[config.mk]
export PLATFORM = sky130hd
export DESIGN_NAME = sit_timer
export DESIGN_NICKNAME = d
export VERILOG_FILES = /design/src/pkg/sit_pkg.sv /design/src/rtl/sit_timer.sv
export SDC_FILE = /design/constraint.sdc
export NUM_CORES = 1
export LEC_CHECK = 0
export BUFFER_PORTS_ARGS = -buffer_cell sky130_fd_sc_hd__buf_4
export CAP_MARGIN = 20
export CORE_MARGIN = 2
export CORE_UTILIZATION = 56
export CTS_BUF_LIST = sky130_fd_sc_hd__clkbuf_16
export DETAILED_ROUTE_END_ITERATION = 6
export PLACE_DENSITY = 0.79
export SETUP_SLACK_MARGIN = 0.05
export SLEW_MARGIN = 20
export SYNTH_ARGS = -nofsm -noshare
export SYNTH_HDL_FRONTEND = slang
export SYNTH_SLANG_ARGS = --single-unit
export TNS_END_PERCENT = 1
[constraint.sdc]
create_clock -name sys_clk -period 2.7 [get_ports sys_clk]
set_clock_uncertainty 0.15 [all_clocks]
set_input_delay 0.405 -clock sys_clk [delete_from_list [all_inputs] [get_ports sys_clk]]
set_output_delay 0.405 -clock sys_clk [all_outputs]
set_load 0.02 [all_outputs]
[src/pkg/sit_pkg.sv]
/*
 sit_pkg: register map, control field positions, reset values, prescale
 limits, run states and the packed state record of the interval timer.
 Assumes a 32-bit APB slave with byte addresses of one aligned word each.
*/
package sit_pkg;
	// register byte offsets, one 32-bit word each
	localparam logic [4:0] OFS_CTRL = 5'h00;
	localparam logic [4:0] OFS_PERIOD = 5'h04;
	localparam logic [4:0] OFS_COUNT = 5'h08;
	localparam logic [4:0] OFS_STATUS = 5'h0C;
	localparam logic [4:0] OFS_MASK = 5'h10;
	localparam int unsigned NUM_REGS = 5;
	localparam int unsigned OFS_W = 5;

	// control register bit positions
	localparam int unsigned BIT_RUN = 15;
	localparam int unsigned BIT_IDLE = 13;
	localparam int unsigned BIT_GATE = 6;
	localparam int unsigned BIT_PS_HI = 5;
	localparam int unsigned BIT_PS_LO = 4;
	localparam int unsigned BIT_SYNC = 2;
	localparam int unsigned BIT_SRC = 1;

	// reset values
	localparam logic [15:0] CTRL_RST = 16'h0000;
	localparam logic [15:0] PERIOD_RST = 16'hFFFF;

	// prescaler terminal counts for 1:1, 1:8, 1:64, 1:256
	localparam logic [7:0] PS_LIM_1 = 8'h00;
	localparam logic [7:0] PS_LIM_8 = 8'h07;
	localparam logic [7:0] PS_LIM_64 = 8'h3F;
	localparam logic [7:0] PS_LIM_256 = 8'hFF;

	// interrupt status / mask bits
	localparam int unsigned IRQ_W = 2;
	localparam int unsigned IRQ_MATCH = 0;
	localparam int unsigned IRQ_GATE = 1;

	typedef enum logic [1:0] {
		SIT_STOPPED = 2'b00,
		SIT_RUNNING = 2'b01,
		SIT_HALTED = 2'b11
	} sit_run_e;

	typedef struct packed {
		logic runBit;
		logic idleHalt;
		logic gateAccumEn;
		logic [1:0] prescaleSel;
		logic extClkSync;
		logic clkSrcSel;
	} sit_ctrl_s;

	typedef struct packed {
		sit_ctrl_s ctrl;
		logic [15:0] period;
		logic [15:0] count;
		logic [7:0] presc;
		logic [IRQ_W-1:0] status;
		logic [IRQ_W-1:0] mask;
		sit_run_e run;
		logic extMeta;
		logic extSync;
		logic extDly;
		logic extRiseS;
		logic gateMeta;
		logic gateSync;
		logic gateDly;
		logic [31:0] rdata;
		logic slvErr;
		logic irq;
	} sit_state_s;
endpackage

[src/rtl/sit_timer.sv]
/*
 sit_timer: 16-bit interval timer / counter with prescaler, gated
 accumulation, internal or external count clock, sticky interrupt status
 with mask, and an APB register slave.
 Assumes: one clock sys_clk (the instruction-cycle clock), idleMode and
 sleepMode from same-clock power logic, count and gate pins asynchronous.
*/
// Local design decisions: the APB slave port and the register addresses.
// Function
// - The block holds a 16-bit counter usable as timer, synchronous counter or asynchronous counter.
// - An interrupt is raised on period match outside gated mode, or on the gate falling edge in gated mode.
// - Control bit 15 starts the counter when one and stops it when zero.
// - Control bit 13 set halts the counter in Idle mode; clear lets it run on.
// - Control bit 6 enables gated accumulation only with the internal clock selected.
// - Control bits 5-4 divide the count clock by 1, 8, 64 or 256.
// - Control bit 2 synchronises the external clock when set, and is ignored for internal.
// - Control bit 1 selects external pin rising edges when set, internal clock when clear.
// - Control bits 14, 12-7, 3 and 0 read zero and ignore writes.
// - Implemented control bits are read/write and reset to zero, so the counter starts stopped.
// - The counter can keep counting in Idle, subject to the idle halt bit, and in Sleep only on unsynchronised external pin edges.
`timescale 1ns/1ps
module sit_timer
	import sit_pkg::*;
#(
	parameter int unsigned ADDR_W = 8
) (
	// clock and reset
	input wire logic sys_clk,
	input wire logic resetn,
	// apb slave
	input wire logic psel,
	input wire logic penable,
	input wire logic pwrite,
	input wire logic [ADDR_W-1:0] paddr,
	input wire logic [31:0] pwdata,
	output logic pready,
	output logic [31:0] prdata,
	output logic pslverr,
	// power state from the core
	input wire logic idleMode,
	input wire logic sleepMode,
	// pins
	input wire logic extCountPin,
	input wire logic gatePin,
	// interrupt
	output logic tickIrq
);
	// elaboration check: the register window needs the offset bits
	if (ADDR_W < OFS_W + 1) begin : g_bad_addr
		$error("sit_timer: ADDR_W too small for register map");
	end

	sit_state_s s_q;
	sit_state_s s_d;

	logic [NUM_REGS-1:0] hit;
	logic setupPh;
	logic wrAcc;
	logic gatedMode;
	logic extRiseFast;
	logic gateFall;
	logic cntEn;
	logic tick;
	logic atPeriod;
	logic [7:0] psLim;
	logic evMatch;
	logic evGate;

	// one-hot register decode, shared by read and write paths
	function automatic logic [NUM_REGS-1:0] addrHit(input logic [ADDR_W-1:0] a);
		logic [NUM_REGS-1:0] h;
		logic [OFS_W-1:0] lo;
		h = '0;
		lo = a[OFS_W-1:0];
		if (a[ADDR_W-1:OFS_W] == '0) begin
			h[0] = (lo == OFS_CTRL);
			h[1] = (lo == OFS_PERIOD);
			h[2] = (lo == OFS_COUNT);
			h[3] = (lo == OFS_STATUS);
			h[4] = (lo == OFS_MASK);
		end
		return h;
	endfunction

	// control word image; unimplemented bits stay zero
	function automatic logic [15:0] packCtrl(input sit_ctrl_s c);
		logic [15:0] w;
		w = CTRL_RST;
		w[BIT_RUN] = c.runBit;
		w[BIT_IDLE] = c.idleHalt;
		w[BIT_GATE] = c.gateAccumEn;
		w[BIT_PS_HI:BIT_PS_LO] = c.prescaleSel;
		w[BIT_SYNC] = c.extClkSync;
		w[BIT_SRC] = c.clkSrcSel;
		return w;
	endfunction

	// prescale select to terminal count
	function automatic logic [7:0] psLimit(input logic [1:0] sel);
		logic [7:0] l;
		case (sel)
			2'b00: l = PS_LIM_1;
			2'b01: l = PS_LIM_8;
			2'b10: l = PS_LIM_64;
			default: l = PS_LIM_256;
		endcase
		return l;
	endfunction

	// bus phase decode
	assign hit = addrHit(paddr);
	assign setupPh = psel && !penable;
	assign wrAcc = psel && penable && pwrite;

	// zero-wait slave: read data is captured in the setup cycle
	assign pready = 1'b1;
	assign prdata = s_q.rdata;
	assign pslverr = s_q.slvErr;
	assign tickIrq = s_q.irq;

	// gating only counts with the internal clock
	assign gatedMode = s_q.ctrl.gateAccumEn && !s_q.ctrl.clkSrcSel;
	assign extRiseFast = s_q.extSync && !s_q.extDly;
	assign gateFall = s_q.gateDly && !s_q.gateSync;

	// prescaler input: internal clock stops in sleep, unsynchronised pin does not
	always_comb begin
		cntEn = 1'b0;
		if (s_q.run == SIT_RUNNING) begin
			if (s_q.ctrl.clkSrcSel) begin
				if (s_q.ctrl.extClkSync) begin
					cntEn = s_q.extRiseS && !sleepMode;
				end else begin
					cntEn = extRiseFast;
				end
			end else begin
				cntEn = !sleepMode && (!gatedMode || s_q.gateSync);
			end
		end
	end

	// prescaled tick and period compare
	assign psLim = psLimit(s_q.ctrl.prescaleSel);
	assign tick = cntEn && (s_q.presc >= psLim);
	assign atPeriod = (s_q.count == s_q.period);
	assign evMatch = tick && atPeriod && !gatedMode;
	assign evGate = gateFall && gatedMode && (s_q.run != SIT_STOPPED);

	// next-state logic for the whole block
	always_comb begin
		logic [IRQ_W-1:0] w1c;
		w1c = '0;
		s_d = s_q;

		// two-flop synchronisers, third stage only for edge detect
		s_d.extMeta = extCountPin;
		s_d.extSync = s_q.extMeta;
		s_d.extDly = s_q.extSync;
		s_d.extRiseS = extRiseFast; // extra stage aligns the edge to sys_clk
		s_d.gateMeta = gatePin;
		s_d.gateSync = s_q.gateMeta;
		s_d.gateDly = s_q.gateSync;

		// prescaler clears while stopped so a restart begins a full period
		if (s_q.run == SIT_STOPPED) begin
			s_d.presc = '0;
		end else if (cntEn) begin
			if (s_q.presc >= psLim) begin
				s_d.presc = '0;
			end else begin
				s_d.presc = s_q.presc + 8'h01;
			end
		end

		// counter: wraps to zero on the tick where it equals the period
		if (tick) begin
			if (atPeriod) begin
				s_d.count = '0;
			end else begin
				s_d.count = s_q.count + 16'h0001;
			end
		end

		// read capture in the setup cycle
		if (setupPh) begin
			s_d.slvErr = (hit == '0);
			s_d.rdata = '0;
			case (1'b1)
				hit[0]: s_d.rdata[15:0] = packCtrl(s_q.ctrl);
				hit[1]: s_d.rdata[15:0] = s_q.period;
				hit[2]: s_d.rdata[15:0] = s_q.count;
				hit[3]: s_d.rdata[IRQ_W-1:0] = s_q.status;
				hit[4]: s_d.rdata[IRQ_W-1:0] = s_q.mask;
				default: s_d.rdata = '0;
			endcase
		end

		// writes in the access phase; software write beats a tick
		if (wrAcc) begin
			case (1'b1)
				hit[0]: begin
					s_d.ctrl.runBit = pwdata[BIT_RUN];
					s_d.ctrl.idleHalt = pwdata[BIT_IDLE];
					s_d.ctrl.gateAccumEn = pwdata[BIT_GATE];
					s_d.ctrl.prescaleSel = pwdata[BIT_PS_HI:BIT_PS_LO];
					s_d.ctrl.extClkSync = pwdata[BIT_SYNC];
					s_d.ctrl.clkSrcSel = pwdata[BIT_SRC];
				end
				hit[1]: s_d.period = pwdata[15:0];
				hit[2]: s_d.count = pwdata[15:0];
				hit[3]: w1c = pwdata[IRQ_W-1:0];
				hit[4]: s_d.mask = pwdata[IRQ_W-1:0];
				default: w1c = '0;
			endcase
		end

		// run state follows the control word as written, so a stop lands on the write edge
		if (!s_d.ctrl.runBit) begin
			s_d.run = SIT_STOPPED;
		end else if (idleMode && s_d.ctrl.idleHalt) begin
			s_d.run = SIT_HALTED;
		end else begin
			s_d.run = SIT_RUNNING;
		end

		// sticky status, a new event wins over a clear in the same cycle
		s_d.status = (s_q.status & ~w1c);
		s_d.status[IRQ_MATCH] = s_d.status[IRQ_MATCH] | evMatch;
		s_d.status[IRQ_GATE] = s_d.status[IRQ_GATE] | evGate;
		s_d.irq = |(s_d.status & s_d.mask);
	end

	// state register
	always_ff @(posedge sys_clk or negedge resetn) begin
		if (!resetn) begin
			s_q <= '0;
			s_q.period <= PERIOD_RST;
		end else begin
			s_q <= s_d;
		end
	end

	logic wrCount;
	assign wrCount = wrAcc && hit[2];
endmodule
==> impl_metrics.prom <==
# TYPE chip_impl_metric gauge
chip_impl_metric{name="syn_area",unit="µm²"} 4379
chip_impl_metric{name="synth_simple_gate_area_share",unit=""} 0.1640
chip_impl_info{name="most_common_cell_after_layout_fill_and_taps_aside",value="sky130_fd_sc_hd__buf_4"} 1
chip_impl_metric{name="fp.dieArea",unit="µm²"} 8543
chip_impl_metric{name="synth.yosys.seq_area_share",unit=""} 0.4446
chip_impl_metric{name="reg2reg_slack",unit="ns"} 0.20
chip_impl_metric{name="slew_viol_final",unit=""} 0
chip_impl_metric{name="grt.total_usage",unit=""} 0.2380
chip_impl_metric{name="detail_route.drc_violations",unit=""} 0
chip_impl_metric{name="share_clk_of_total_power",unit=""} 0.451
chip_impl_info{name="most-common-layout-cells",value="sky130_fd_sc_hd__buf_4, sky130_fd_sc_hd__dfrtp_1, sky130_fd_sc_hd__nand2_1"} 1
chip_impl_metric{name="yosys.area_share.xor_xnor",unit=""} 0.03200
chip_impl_info{name="status",value="complete, no violations"} 1
chip_impl_metric{name="fp.coreArea",unit="µm²"} 7647
chip_impl_metric{name="grt_pass1_vias",unit=""} 3240
chip_impl_metric{name="cts.reportedPaths.clkPinSlew",unit="ns"} 0.06
chip_impl_metric{name="power.switching",unit="W"} 0.0006378
chip_impl_metric{name="hold_viol",unit=""} 0
chip_impl_info{name="yosys-top-cells-area",value="sky130_fd_sc_hd__dfrtp_1, sky130_fd_sc_hd__dfstp_2, sky130_fd_sc_hd__buf_4, sky130_fd_sc_hd__o21ai_0, sky130_fd_sc_hd__mux2_2"} 1
chip_impl_metric{name="synth.ff_latch_count",unit=""} 77
chip_impl_metric{name="num-nets-final",unit=""} 528
chip_impl_info{name="clk_root_buffer_cell",value="sky130_fd_sc_hd__clkbuf_16"} 1
chip_impl_metric{name="layout_min_cycle_time",unit="ns"} 2.499
chip_impl_metric{name="yosys_warnings",unit=""} 0
chip_impl_metric{name="async_flop_share",unit=""} 1.000
chip_impl_metric{name="cts_buffers",unit=""} 9
chip_impl_info{name="clock_tree_from_tritoncts",value="built"} 1
chip_impl_metric{name="number_of_enable_type_register_cells_in_the_synthesized_netlist",unit=""} 0
chip_impl_metric{name="critical_path_arrival",unit="ns"} 2.60
chip_impl_metric{name="worst_skew_pair.late_latency",unit="ns"} 0.34
chip_impl_metric{name="power.combinational.fraction",unit=""} 0.072
chip_impl_metric{name="io_buffers",unit=""} 50
chip_impl_info{name="critical_path.startpoint_type",value="flop"} 1
chip_impl_metric{name="die_h",unit="µm"} 92.43
chip_impl_metric{name="grt_first_pass_wirelength",unit="mm"} 15.79
chip_impl_metric{name="boundaryPins",unit=""} 84
chip_impl_metric{name="hpwl_reported_at_the_end_of_detailed_placement",unit="mm"} 6.801
chip_impl_metric{name="route.antenna.remaining_nets",unit=""} 0
chip_impl_metric{name="postSynthAreaPerCell",unit="µm²"} 9.953
chip_impl_metric{name="power_switching_share",unit=""} 0.2527
chip_impl_metric{name="gp_congestion",unit=""} 0.8940
chip_impl_info{name="yosysTopAreaCell",value="sky130_fd_sc_hd__dfrtp_1"} 1
chip_impl_metric{name="tns",unit="ns"} 0
chip_impl_metric{name="power.sequential.fraction",unit=""} 0.477
chip_impl_metric{name="die_width",unit="µm"} 92.43
chip_impl_metric{name="slew_headroom",unit=""} 0.3741
chip_impl_metric{name="starting_drt_drc_count",unit=""} 236
chip_impl_metric{name="drv_cap",unit=""} 0
chip_impl_metric{name="maximum_number_of_pins_on_one_net_before_global_route_repair",unit=""} 78
chip_impl_info{name="worst_reg2reg_path_endpoint",value="s_q[65]"} 1
chip_impl_metric{name="pwr_density_cell",unit="nW/µm²"} 509.2
chip_impl_metric{name="layout-drive-gt1-share",unit=""} 0.2735
chip_impl_metric{name="overflow",unit=""} 0
chip_impl_metric{name="setup-violations-final",unit=""} 0
chip_impl_metric{name="power.internal",unit="W"} 0.001886
chip_impl_info{name="endpoint_kind",value="flop"} 1
chip_impl_metric{name="layout_area_overhead",unit="%"} 13.20
chip_impl_info{name="ys_dominant_reg_cell",value="sky130_fd_sc_hd__dfrtp_1"} 1
chip_impl_metric{name="reg2regPathDepth",unit=""} 9
chip_impl_info{name="rr_startpoint",value="s_q[90]"} 1
chip_impl_metric{name="nFillCells",unit=""} 625
chip_impl_info{name="hold_path_class",value="input pin to flop"} 1
chip_impl_metric{name="synth-compound-area-share",unit=""} 0.1737
chip_impl_info{name="setup_repair_after_global_routing_missed_its_margin",value="no"} 1
chip_impl_metric{name="antenna_found_initial",unit=""} 0
chip_impl_metric{name="max_clock_freq",unit="MHz"} 400.2
chip_impl_metric{name="drt_pass1_iterations",unit=""} 6
chip_impl_info{name="synth_top_family_by_area",value="compound AO/OA/AOI/OAI gates"} 1
chip_impl_metric{name="fp-row-count",unit=""} 32
chip_impl_metric{name="yosys.area_share.adder",unit=""} 0.01429
chip_impl_metric{name="routed-via-count",unit=""} 3446
chip_impl_metric{name="route.detailed.vias_per_inst",unit=""} 5.931
chip_impl_metric{name="final.period_utilization",unit=""} 0.9254
chip_impl_metric{name="cts-hold-fix-buffers",unit=""} 0
chip_impl_metric{name="netlist-cell-type-count",unit=""} 63
chip_impl_metric{name="initial_core_util",unit=""} 0.5726
chip_impl_metric{name="critPathRequiredTime",unit="ns"} 2.80
chip_impl_metric{name="power_leakage",unit="nW"} 2.181
chip_impl_metric{name="critical_path_peak_fanout",unit=""} 10
chip_impl_metric{name="htreeDepth",unit=""} 3
chip_impl_metric{name="yosys-mux-area-fraction",unit=""} 0.07486
chip_impl_metric{name="bufs_on_longest_clock_path",unit=""} 2
chip_impl_metric{name="number_of_diodes",unit=""} 0
chip_impl_info{name="critPathKind",value="flop to flop"} 1
chip_impl_metric{name="number_of_clock_sinks",unit=""} 77
chip_impl_metric{name="route.final.wire_length",unit="mm"} 9.681
chip_impl_metric{name="tightestPinTransition",unit="ns"} 0.9388
chip_impl_metric{name="netlist_instances",unit=""} 440
chip_impl_metric{name="routedWlPerCell",unit="µm"} 16.66
chip_impl_info{name="worstSetupEndpoint",value="s_q[65]"} 1
chip_impl_info{name="cp-startpoint",value="s_q[90]"} 1
chip_impl_metric{name="peakVddDrop",unit="mV"} 0.3199
chip_impl_metric{name="netlist.area_leader.share",unit=""} 0.3486
chip_impl_metric{name="design_power_total",unit="W"} 0.002524
[worst min path at each step]
stage / startpoint / endpoint / slack (ns) / depth (start not counted)
finish: extCountPin / s_d[39] / 0.02 / 1
CTS: extCountPin / s_d[39] / 0.01 / 1
detailed placement: s_d[39] / s_d[38] / 0.19 / 0
floorplan: resetn / prdata[0] / -0.04 / 0
global placement: s_d[35] / s_d[34] / 0.18 / 0
global route: gatePin / s_d[35] / 0.008 / 1
[final cells by class]
cell class,instances,area [µm²],share of cell area
clock inverter,7,56.30,0.01136
inverter,8,30.03,0.006058
clock buffer,9,225.2,0.04543
multi-input combinational,314,2091,0.4218
sequential,77,1947,0.3927
timing repair buffer,64,480.5,0.09692
tap,102,127.6,0.02574
[critical path: stages (launching register included)]
cell and delay [ns]:
sky130_fd_sc_hd__dfrtp_1 0.37, sky130_fd_sc_hd__buf_4 0.18, sky130_fd_sc_hd__or3_1 0.41, sky130_fd_sc_hd__a21oi_2 0.22, sky130_fd_sc_hd__o211ai_1 0.15, sky130_fd_sc_hd__buf_4 0.18
sky130_fd_sc_hd__nor3_1 0.23, sky130_fd_sc_hd__buf_4 0.22, sky130_fd_sc_hd__nand4b_1 0.10, sky130_fd_sc_hd__a31oi_1 0.20
[timing repair]
item	in CTS	in global routing
setup endpoints to repair	0	14
setup buffers	0	1
gates resized for setup	0	3
[cells by family after synthesis]
family | Yosys count
simple gates | 133
compound gates | 117
flops | 77
buf+inv | 64
mux | 26
xor+xnor | 16
fa+ha+maj | 5
other cells | 2
[state kept, by name (all words and copies together), names as in the netlist]
register  cells
pslverr       1
tickIrq       1
s_q          55
prdata       16
s_d           4
[per-stage QoR]
stage / utilization / setup slack [ns] / instance area (µm²) / cells / hold slack [ns]
after floorplan: - / 0.2839 / 4436 / 455 / -0.04059
after global placement: 0.6081 / 0.2485 / 4651 / 564 / 0.1837
after detailed placement: 0.6081 / 0.1645 / 4651 / 564 / 0.1885
after CTS: 0.6450 / 0.1084 / 4932 / 580 / 0.01266
after global routing: 0.6482 / 0.02893 / 4957 / 581 / 0.007877
final: 0.6482 / 0.2013 / 4957 / 581 / 0.01708
[Yosys cell counts, drive strengths merged (5+ instances only)]
master   n
nand2   35
dfstp   16
a21oi   19
mux2    24
a22oi    9
dfrtp   61
nor2b    7
a21o     6
a22o     8
xnor2   16
o22ai    5
ha       5
and2     5
nand4    7
nand3   11
buf     44
inv      8
and3     7
nor3b    6
a31oi   14
nor2    29
clkbuf  12
o21ai   33
[per-layer routing]
layer	GRT usage	wire [µm]	up-vias
li1	-	-	1610
met1	0.3265	4363	1680
met2	0.3692	4535	130
met3	0.05126	555	26
met4	0.09577	226	0
met5	0	0	-
[power groups by stage]
stage	clock network (W)	registers (W)	logic [W]
after CTS	0.00115	0.00120	0.000183
after global placement	0	0.00122	0.000179
after global routing	0.00122	0.00121	0.000200
after detailed placement	0	0.00122	0.000182
after floorplan	0	0.00122	0.000112
final	0.00114	0.00120	0.000182
No activity file was read; power rests on OpenSTA's default activity.
